File: config.mk
export PLATFORM = sky130hd
export DESIGN_NAME = igc_regs
export DESIGN_NICKNAME = d
export VERILOG_FILES = /design/src/igc_pkg.sv /design/src/igc_regs.sv /design/src/igc_step_timer.sv /design/src/igc_gain_ramp.sv
export SDC_FILE = /design/constraint.sdc
export NUM_CORES = 1
export LEC_CHECK = 0
export BUFFER_PORTS_ARGS = -buffer_cell sky130_fd_sc_hd__clkbuf_2
export CORE_MARGIN = 4
export CORE_UTILIZATION = 40
export CTS_CLUSTER_DIAMETER = 100
export CTS_CLUSTER_SIZE = 10
export DETAILED_ROUTE_END_ITERATION = 10
export PLACE_DENSITY = 0.65
export SYNTH_ARGS = -nofsm -noshare
export SYNTH_HDL_FRONTEND = slang
export SYNTH_HIERARCHICAL = 1
export SYNTH_SLANG_ARGS = --single-unit
File: constraint.sdc
create_clock -name SYS_CLK -period 9.06 [get_ports SYS_CLK]
set_input_delay 0.906 -clock SYS_CLK [delete_from_list [all_inputs] [get_ports SYS_CLK]]
set_output_delay 0.906 -clock SYS_CLK [all_outputs]
set_load 0.05 [all_outputs]
File: src/igc_pkg.sv
// Constants, types and helpers for the input gain control register bank.
// Assumes a single core clock at 10 MHz and a synchronous active-high reset.
//
// Functional notes
// Amp 3 bit 7 low keeps input three as a line input with the amp off, high powers the amp up as a mic input with gain slewing.
// Amp 3 bit 6 mutes the amp, resets to one, and while it is set the gain code is ignored.
// The 6-bit gain code runs from -12 dB at zero in 0.75 dB steps to +35.25 dB at all ones.
// The amp 3 control register sits at 0x26 and resets to 0x40, muted, off and gain code zero.
// Slew register bits 5:4 pick the gain change time of 21.5 ms, 42.5 ms or 85 ms.
// Slew register bits 3:0 turn off slewing for amps 3 to 0, which then ignore the slew time.
// The slew register sits at 0x27 and resets to 0x00, slewing on everywhere at the shortest time.
// Boost register bits 3:0 at 0x28, reset zero, add 10 dB to amps 3 to 0.
// Bits 5:4 of the charge register at 0x29 turn off click guarding on headphones 1 and 0; reset is 0x3f.
// Bits 3:0 of the charge register turn off click guarding on the inputs of amps 3 to 0.
// Amps 0 to 2 have the same control layout and reset at 0x23, 0x24 and 0x25.
// Software writes zero to reserved bits and avoids slew code 11; reserved bits hold zero.

////////////////////////////////////////////////////////////////////////////////
package igc_pkg;

	localparam int NUM_AMPS = 4;

	// Register addresses
	localparam logic [7:0] ADDR_AMP0 = 8'h23;
	localparam logic [7:0] ADDR_AMP3 = 8'h26;
	localparam logic [7:0] ADDR_SLEW = 8'h27;
	localparam logic [7:0] ADDR_BOOST = 8'h28;
	localparam logic [7:0] ADDR_POP = 8'h29;

	// Reset values
	localparam logic [7:0] RST_AMP = 8'h40;
	localparam logic [7:0] RST_SLEW = 8'h00;
	localparam logic [7:0] RST_BOOST = 8'h00;
	localparam logic [7:0] RST_POP = 8'h3f;

	// Writable bits; reserved bits stay zero
	localparam logic [7:0] MASK_AMP = 8'hff;
	localparam logic [7:0] MASK_SLEW = 8'h3f;
	localparam logic [7:0] MASK_BOOST = 8'h0f;
	localparam logic [7:0] MASK_POP = 8'h3f;

	// Field positions
	localparam int AMP_SEL_BIT = 7;
	localparam int AMP_MUTE_BIT = 6;
	localparam int GAIN_LSB = 0;
	localparam int GAIN_W = 6;
	localparam int RATE_LSB = 4;
	localparam int RATE_W = 2;
	localparam int HP_GUARD_LSB = 4;

	// Gain in quarter dB
	localparam int QDB_BASE = -48;
	localparam int QDB_STEP = 3;
	localparam int BOOST_QDB = 40;

	// Slew timing
	localparam int CLK_NS = 100;
	localparam int SLEW0_US = 21500;
	localparam int SLEW1_US = 42500;
	localparam int SLEW2_US = 85000;
	localparam int GAIN_STEPS = 63;
	localparam int STEP_CYC0 = SLEW0_US * 1000 / CLK_NS / GAIN_STEPS;
	localparam int STEP_CYC1 = SLEW1_US * 1000 / CLK_NS / GAIN_STEPS;
	localparam int STEP_CYC2 = SLEW2_US * 1000 / CLK_NS / GAIN_STEPS;
	localparam int TMR_W = 16;

	typedef enum logic [1:0] {
		IGC_OFF = 2'b00,
		IGC_RAMP = 2'b01,
		IGC_HOLD = 2'b11
	} igc_ramp_e;

	// Gain code plus boost to quarter dB
	function automatic logic signed [8:0] gain_qdb(
		logic [5:0] code,
		logic boost
	);
		int v;
		v = QDB_BASE + QDB_STEP * int'(code) + (boost ? BOOST_QDB : 0);
		return 9'(v);
	endfunction

endpackage

File: src/igc_regs.sv
// Input gain control register bank with per-amplifier gain ramps.
// Assumes a decoded register port from the control interface engine.

////////////////////////////////////////////////////////////////////////////////
module igc_regs #(
	parameter int STEP_CYC0 = igc_pkg::STEP_CYC0,
	parameter int STEP_CYC1 = igc_pkg::STEP_CYC1,
	parameter int STEP_CYC2 = igc_pkg::STEP_CYC2
) (
	// Clock and reset
	input wire logic SYS_CLK,
	input wire logic RST,
	// Register port
	input wire logic [7:0] REG_ADDR,
	input wire logic REG_WR,
	input wire logic REG_RD,
	input wire logic [7:0] REG_WDATA,
	output logic [7:0] REG_RDATA,
	output logic REG_ACK,
	// Amplifier drive
	output logic [3:0] AMP_POWER_UP,
	output logic [3:0] AMP_MUTE,
	output logic [3:0] AMP_RAMPING,
	output logic [3:0] AMP_EXTRA_GAIN,
	output logic [3:0][5:0] AMP_GAIN_CODE,
	output logic [3:0][8:0] AMP_GAIN_QDB,
	// Click guard disables
	output logic [3:0] AMP_CLICK_GUARD_OFF,
	output logic HEADPHONE0_CLICK_GUARD_OFF,
	output logic HEADPHONE1_CLICK_GUARD_OFF
);

	typedef struct packed {
		logic [3:0][7:0] amp;
		logic [7:0] slew;
		logic [7:0] boost;
		logic [7:0] pop;
		logic [7:0] rdata;
		logic ack;
	} igc_regs_s;

	igc_regs_s r, n;
	logic hit;
	logic [7:0] rd_val;
	logic tick;

	////////////////////////////////////////////////////////////////////////////
	// Address decode

	always_comb begin
		hit = 1'b1;
		rd_val = 8'h00;
		if (REG_ADDR >= igc_pkg::ADDR_AMP0 && REG_ADDR <= igc_pkg::ADDR_AMP3) begin
			rd_val = r.amp[2'(REG_ADDR - igc_pkg::ADDR_AMP0)];
		end else if (REG_ADDR == igc_pkg::ADDR_SLEW) begin
			rd_val = r.slew;
		end else if (REG_ADDR == igc_pkg::ADDR_BOOST) begin
			rd_val = r.boost;
		end else if (REG_ADDR == igc_pkg::ADDR_POP) begin
			rd_val = r.pop;
		end else begin
			hit = 1'b0;
		end
	end

	////////////////////////////////////////////////////////////////////////////
	// Register state

	always_comb begin
		n = r;
		n.ack = (REG_WR | REG_RD) & hit;
		if (REG_RD) begin
			n.rdata = rd_val;
		end
		if (REG_WR) begin
			if (REG_ADDR >= igc_pkg::ADDR_AMP0 && REG_ADDR <= igc_pkg::ADDR_AMP3) begin
				n.amp[2'(REG_ADDR - igc_pkg::ADDR_AMP0)] =
					REG_WDATA & igc_pkg::MASK_AMP;
			end else if (REG_ADDR == igc_pkg::ADDR_SLEW) begin
				n.slew = REG_WDATA & igc_pkg::MASK_SLEW;
			end else if (REG_ADDR == igc_pkg::ADDR_BOOST) begin
				n.boost = REG_WDATA & igc_pkg::MASK_BOOST;
			end else if (REG_ADDR == igc_pkg::ADDR_POP) begin
				n.pop = REG_WDATA & igc_pkg::MASK_POP;
			end
		end
	end

	always_ff @(posedge SYS_CLK) begin
		if (RST) begin
			r.amp <= {4{igc_pkg::RST_AMP}};
			r.slew <= igc_pkg::RST_SLEW;
			r.boost <= igc_pkg::RST_BOOST;
			r.pop <= igc_pkg::RST_POP;
			r.rdata <= 8'h00;
			r.ack <= 1'b0;
		end else begin
			r <= n;
		end
	end

	assign REG_RDATA = r.rdata;
	assign REG_ACK = r.ack;

	////////////////////////////////////////////////////////////////////////////
	// Gain ramps

	// One shared timer: steps of all amps stay aligned, saving three counters
	igc_step_timer #(
		.CYC0(STEP_CYC0),
		.CYC1(STEP_CYC1),
		.CYC2(STEP_CYC2)
	) u_timer (
		.clk(SYS_CLK),
		.rst(RST),
		.rate(r.slew[igc_pkg::RATE_LSB +: igc_pkg::RATE_W]),
		.tick(tick)
	);

	for (genvar i = 0; i < igc_pkg::NUM_AMPS; i++) begin : g_amp
		logic signed [8:0] qdb;
		igc_gain_ramp u_ramp (
			.clk(SYS_CLK),
			.rst(RST),
			.mic_sel(r.amp[i][igc_pkg::AMP_SEL_BIT]),
			.mute(r.amp[i][igc_pkg::AMP_MUTE_BIT]),
			.code(r.amp[i][igc_pkg::GAIN_LSB +: igc_pkg::GAIN_W]),
			.boost(r.boost[i]),
			.slew_off(r.slew[i]),
			.tick(tick),
			.power(AMP_POWER_UP[i]),
			.muted(AMP_MUTE[i]),
			.ramping(AMP_RAMPING[i]),
			.gain(AMP_GAIN_CODE[i]),
			.gain_qdb(qdb)
		);
		assign AMP_GAIN_QDB[i] = qdb;
	end

	assign AMP_EXTRA_GAIN = r.boost[3:0];
	assign AMP_CLICK_GUARD_OFF = r.pop[3:0];
	assign HEADPHONE0_CLICK_GUARD_OFF = r.pop[igc_pkg::HP_GUARD_LSB];
	assign HEADPHONE1_CLICK_GUARD_OFF = r.pop[igc_pkg::HP_GUARD_LSB + 1];

	logic past_rst;
	always_ff @(posedge SYS_CLK) begin
		past_rst <= RST;
	end
endmodule

File: src/igc_step_timer.sv
// Step tick generator shared by all gain ramps.
// Assumes the slew code is a static register field.

////////////////////////////////////////////////////////////////////////////////
module igc_step_timer #(
	parameter int CYC0 = igc_pkg::STEP_CYC0,
	parameter int CYC1 = igc_pkg::STEP_CYC1,
	parameter int CYC2 = igc_pkg::STEP_CYC2
) (
	// Clock and reset
	input wire logic clk,
	input wire logic rst,
	// Control
	input wire logic [1:0] rate,
	// Tick
	output logic tick
);

	typedef struct packed {
		logic [igc_pkg::TMR_W-1:0] cnt;
		logic [1:0] rate;
		logic tick;
	} igc_tmr_s;

	igc_tmr_s r, n;
	logic [igc_pkg::TMR_W-1:0] reload;

	// Code 11 is undefined; treated as the longest time
	always_comb begin
		if (rate == 2'b00) begin
			reload = igc_pkg::TMR_W'(CYC0 - 1);
		end else if (rate == 2'b01) begin
			reload = igc_pkg::TMR_W'(CYC1 - 1);
		end else begin
			reload = igc_pkg::TMR_W'(CYC2 - 1);
		end
	end

	always_comb begin
		n = r;
		n.rate = rate;
		n.tick = 1'b0;
		if (rate != r.rate || r.cnt == '0) begin
			n.cnt = reload;
			n.tick = (rate == r.rate);
		end else begin
			n.cnt = r.cnt - 1'b1;
		end
	end

	always_ff @(posedge clk) begin
		if (rst) begin
			r <= '0;
		end else begin
			r <= n;
		end
	end

	assign tick = r.tick;

endmodule

File: src/igc_gain_ramp.sv
// Gain ramp for one amplifier: power, mute and applied gain code.
// Assumes a one-cycle step tick from the shared timer.

////////////////////////////////////////////////////////////////////////////////
module igc_gain_ramp (
	// Clock and reset
	input wire logic clk,
	input wire logic rst,
	// Control fields
	input wire logic mic_sel,
	input wire logic mute,
	input wire logic [5:0] code,
	input wire logic boost,
	input wire logic slew_off,
	input wire logic tick,
	// Amplifier drive
	output logic power,
	output logic muted,
	output logic ramping,
	output logic [5:0] gain,
	output logic signed [8:0] gain_qdb
);

	typedef struct packed {
		igc_pkg::igc_ramp_e st;
		logic [5:0] cur;
		logic mute;
		logic signed [8:0] qdb;
	} igc_ramp_s;

	igc_ramp_s r, n;
	logic [5:0] target;

	// Muted: gain code ignored, gain frozen
	assign target = mute ? r.cur : code;

	always_comb begin
		n = r;
		n.mute = mute;
		case (r.st)
			igc_pkg::IGC_OFF: begin
				n.cur = '0;
				if (mic_sel) begin
					n.st = igc_pkg::IGC_RAMP;
				end
			end
			default: begin
				if (!mic_sel) begin
					n.st = igc_pkg::IGC_OFF;
					n.cur = '0;
				end else if (slew_off) begin
					n.st = igc_pkg::IGC_HOLD;
					n.cur = target;
				end else if (r.cur == target) begin
					n.st = igc_pkg::IGC_HOLD;
				end else begin
					n.st = igc_pkg::IGC_RAMP;
					if (tick) begin
						n.cur = (r.cur < target) ? r.cur + 1'b1 : r.cur - 1'b1;
					end
				end
			end
		endcase
		n.qdb = igc_pkg::gain_qdb(n.cur, boost);
	end

	always_ff @(posedge clk) begin
		if (rst) begin
			// Applied gain reads as code zero from the first cycle
			r <= {igc_pkg::IGC_OFF, 6'h00, 1'b1, 9'(igc_pkg::QDB_BASE)};
		end else begin
			r <= n;
		end
	end

	assign power = (r.st != igc_pkg::IGC_OFF);
	assign muted = r.mute;
	assign ramping = (r.st == igc_pkg::IGC_RAMP);
	assign gain = r.cur;
	assign gain_qdb = r.qdb;

endmodule

==> results_dict.tcl <==
set metrics [dict create \
    intPower_w 0.00116 \
    switchingPower_w 0.000476 \
    syn-cell-area_sq_um 10500 \
    power_density_nw_per_um2 146 \
    status "finished clean" \
    final_layout_size_suffix_gt1_frac 0.211 \
    crit_required_ns 9.42 \
    rsz0062_at_grt "false" \
    peakVddDrop_mv 0.0796 \
    clock-sinks 144 \
    p_clk_frac 0.454 \
    core_sq_um 25500 \
    first_pass_iters 5 \
    p_seq_frac 0.420 \
    hold_class "flop to flop" \
    yosysUniqueCellTypes 107 \
    clk_pin_slew_ns 0.06 \
    cp-end-kind "flop" \
    min_period_ns 6.01 \
    num-fill-cells 2460 \
    regArea_sq_um 2880 \
    grt_pass1_vias 8147 \
    cts_resized 0 \
    wl_um 26500 \
    async_flop_share 0 \
    yosysWarningCount 6 \
    die_h_um 170 \
    numPortBuffers 110 \
    vias 8552 \
    switching_share 0.290 \
    row_count 58 \
    finClkSkew_ns 0.00908 \
    setup_viol 0 \
    cts_setup_buffers 0 \
    place_ws_ns 3.19 \
    fin_crit_sh 0.663 \
    synth_most_common_cell "dfxtp_1" \
    syn_inst 1192 \
    synth_commonest_cells "dfxtp_1 (144), nor2_1 (97), a21oi_1 (90), buf_4 (80), ha_1 (77)" \
    ys_seq_area_frac 0.276 \
    grt_pass1_wl_um 42900 \
    slew_viol_final 0 \
    tns_ns 0 \
    syn_area_per_cell_sq_um 8.77 \
    path_class "flop to flop" \
    arrival_ns 6.36 \
    yosysTopAreaCellShare 0.276 \
    antenna_found_initial 2 \
    postCtsHoldBufs 0 \
    synth_fp_nets 1297 \
    comb_power_share 0.126 \
    dominantRegCellSynth "dfxtp_1" \
    drcViolationCount 0 \
    dieWidth_um 170 \
    critical_path.max_fanout 12 \
    cts-buffers-inserted 17 \
    synthTopCellsByArea "dfxtp_1 (28%), ha_1 (9.2%), buf_4 (5.7%)" \
    slowest_delay_ns 0.63 \
    synth_edf_count 0 \
    drt_iter0_markers 610 \
    syn_to_final_growth_pct 7.28 \
    clockRootBuffer "clkbuf_16" \
    cpMaxStageDelayCell "dfxtp_1" \
    p_leak_nw 4.66 \
    hpwl_um 19800 \
    grt_usage 0.183 \
    crit_path_start_kind "flop" \
    start_util 0.411 \
    hold_ws_ns 0.471 \
    hold_viol_final 0 \
    nets 1308 \
    h-tree-depth 4 \
    grt_overflow 0 \
    ios 111 \
    cts_tree "built" \
    setup_ws_ns 3.05 \
    die_area_sq_um 28800 \
    synth_seq_cells 144 \
    vias_per_cell 5.53 \
    maxCapViolations 0 \
    cts_buffer_depth 2 \
    antenna_left 0 \
    multi_input_area_sq_um 6470 \
    place.gp.congestion 0.910 \
    finalPower_w 0.00164 \
    max_freq_mhz 167 \
    tightest_slew_ns 0.884 \
    insertion_delay_ns 0.43 \
    crit_chain "nor2b_1, nor2_1, ha_1, a21oi_1, nand2_1, a211oi_1, inv_1, ha_1, a21oi_1, a21oi_1, a211oi_1, xnor2_1, mux2i_1, nor2_1, inv_1, ha_1, xor2_1, ha_1, a21oi_1, or3b_2, mux2i_1, mux2i_1" \
    yosysTopAreaCell "dfxtp_1" \
    grt_max_degree 81 \
    wire_per_inst_um 17.1 \
    slew_headroom 0.407 \
]
[final cells by class]
class                           count  share of cell area
Sequential cell                   144               0.257
Multi-Input combinational cell    859               0.577
Antenna cell                        1            0.000223
Inverter                           67              0.0224
Timing Repair Buffer              114              0.0520
Clock buffer                       17              0.0379
Tap cell                          330              0.0368
Clock inverter                     15              0.0170
[logic make-up (layout without fill, tap and decap cells)]
| family | count (synthesis) | count (layout) | share of synthesized area |
|---|---|---|---|
| other cells | 0 | 1 | 0 |
| fa+ha+maj | 85 | 85 | 0.107 |
| simple gates | 392 | 392 | 0.222 |
| mux | 49 | 49 | 0.0596 |
| flops | 144 | 144 | 0.276 |
| buf+inv | 189 | 213 | 0.106 |
| compound gates | 281 | 281 | 0.184 |
| xor+xnor | 52 | 52 | 0.0464 |
[cell usage in the layout, fill, tap and decap left out, types with 9 or more instances in the layout]
master / Yosys / layout
nor2_1: 97 / 97
clkbuf_16: 0 / 17
xnor2_1: 27 / 27
inv_1: 59 / 59
o21ai_0: 47 / 47
a21o_1: 10 / 10
mux2i_1: 34 / 34
nor2b_1: 32 / 32
dfxtp_1: 144 / 144
nor3_1: 25 / 25
o31ai_1: 13 / 13
a211oi_1: 20 / 20
ha_1: 77 / 77
nand3_1: 59 / 59
nand2_1: 44 / 44
nand4_1: 9 / 9
nand2b_1: 18 / 18
clkbuf_2: 0 / 109
a21oi_1: 90 / 90
xor2_1: 21 / 21
[state kept, by name (all words and copies together) (netlist names)]
register	flops
HEADPHONE1_CLICK_GUARD_OFF	1
g_amp.u_ramp/r	8
u_timer/r	18
r	38
HEADPHONE0_CLICK_GUARD_OFF	1
g_amp.u_ramp/gain_qdb	32
REG_RDATA	8
AMP_EXTRA_GAIN	4
g_amp.u_ramp/muted	4
u_timer/tick	1
AMP_CLICK_GUARD_OFF	4
g_amp.u_ramp/gain	24
REG_ACK	1
[per-layer routing]
metal	GRT usage	part of all wire	vias to the layer above
li1	-	-	4246
met5	0	0.00049	-
met1	0.253	0.47	3982
met4	0.0536	0.016	2
met3	0.0431	0.072	29
met2	0.284	0.45	293
[path summary, 6_finish.rpt]
kind                                 end         start  cells after the start  slack [ns]
max          g_amp[1].u_ramp/gain_qdb[7]         r[47]                     22        3.05
min                         REG_RDATA[7]  REG_RDATA[7]                      2        0.47
max reg2reg  g_amp[1].u_ramp/gain_qdb[7]         r[47]                     22        3.05
min reg2reg                 REG_RDATA[7]  REG_RDATA[7]                      2        0.47
[power by group through the flow]
stage          Clock (W)  Sequential (W)  Combinational (W)
6_report        0.000743        0.000688           0.000207
5_1_grt         0.000788        0.000692           0.000229
4_1_cts         0.000759        0.000688           0.000207
3_5_place_dp           0        0.000702           0.000205
3_3_place_gp           0        0.000702           0.000204
2_1_floorplan          0        0.000700           0.000163
[critical path: cells and delay by family, from the launching register on]
| kind | cells | cell delay (ns) |
|---|---|---|
| AND/OR/NAND/NOR | 5 | 1.11 |
| AO/OA/AOI/OAI | 6 | 1.55 |
| buffers and inverters | 2 | 0.37 |
| XOR/XNOR | 2 | 0.36 |
| multiplexers | 3 | 0.54 |
| adder cells (fa/ha/maj) | 4 | 1.38 |
| flip-flops | 1 | 0.63 |
[metrics by stage]
stage          cells  utilization  instance area, sq um
6_report        1547        0.440                 11200
5_1_grt         1547        0.440                 11200
4_1_cts         1546        0.440                 11200
3_5_place_dp    1514        0.416                 10600
3_3_place_gp    1514        0.416                 10600
2_1_floorplan   1192            -                 10500
(Power assumes the default switching activity.)
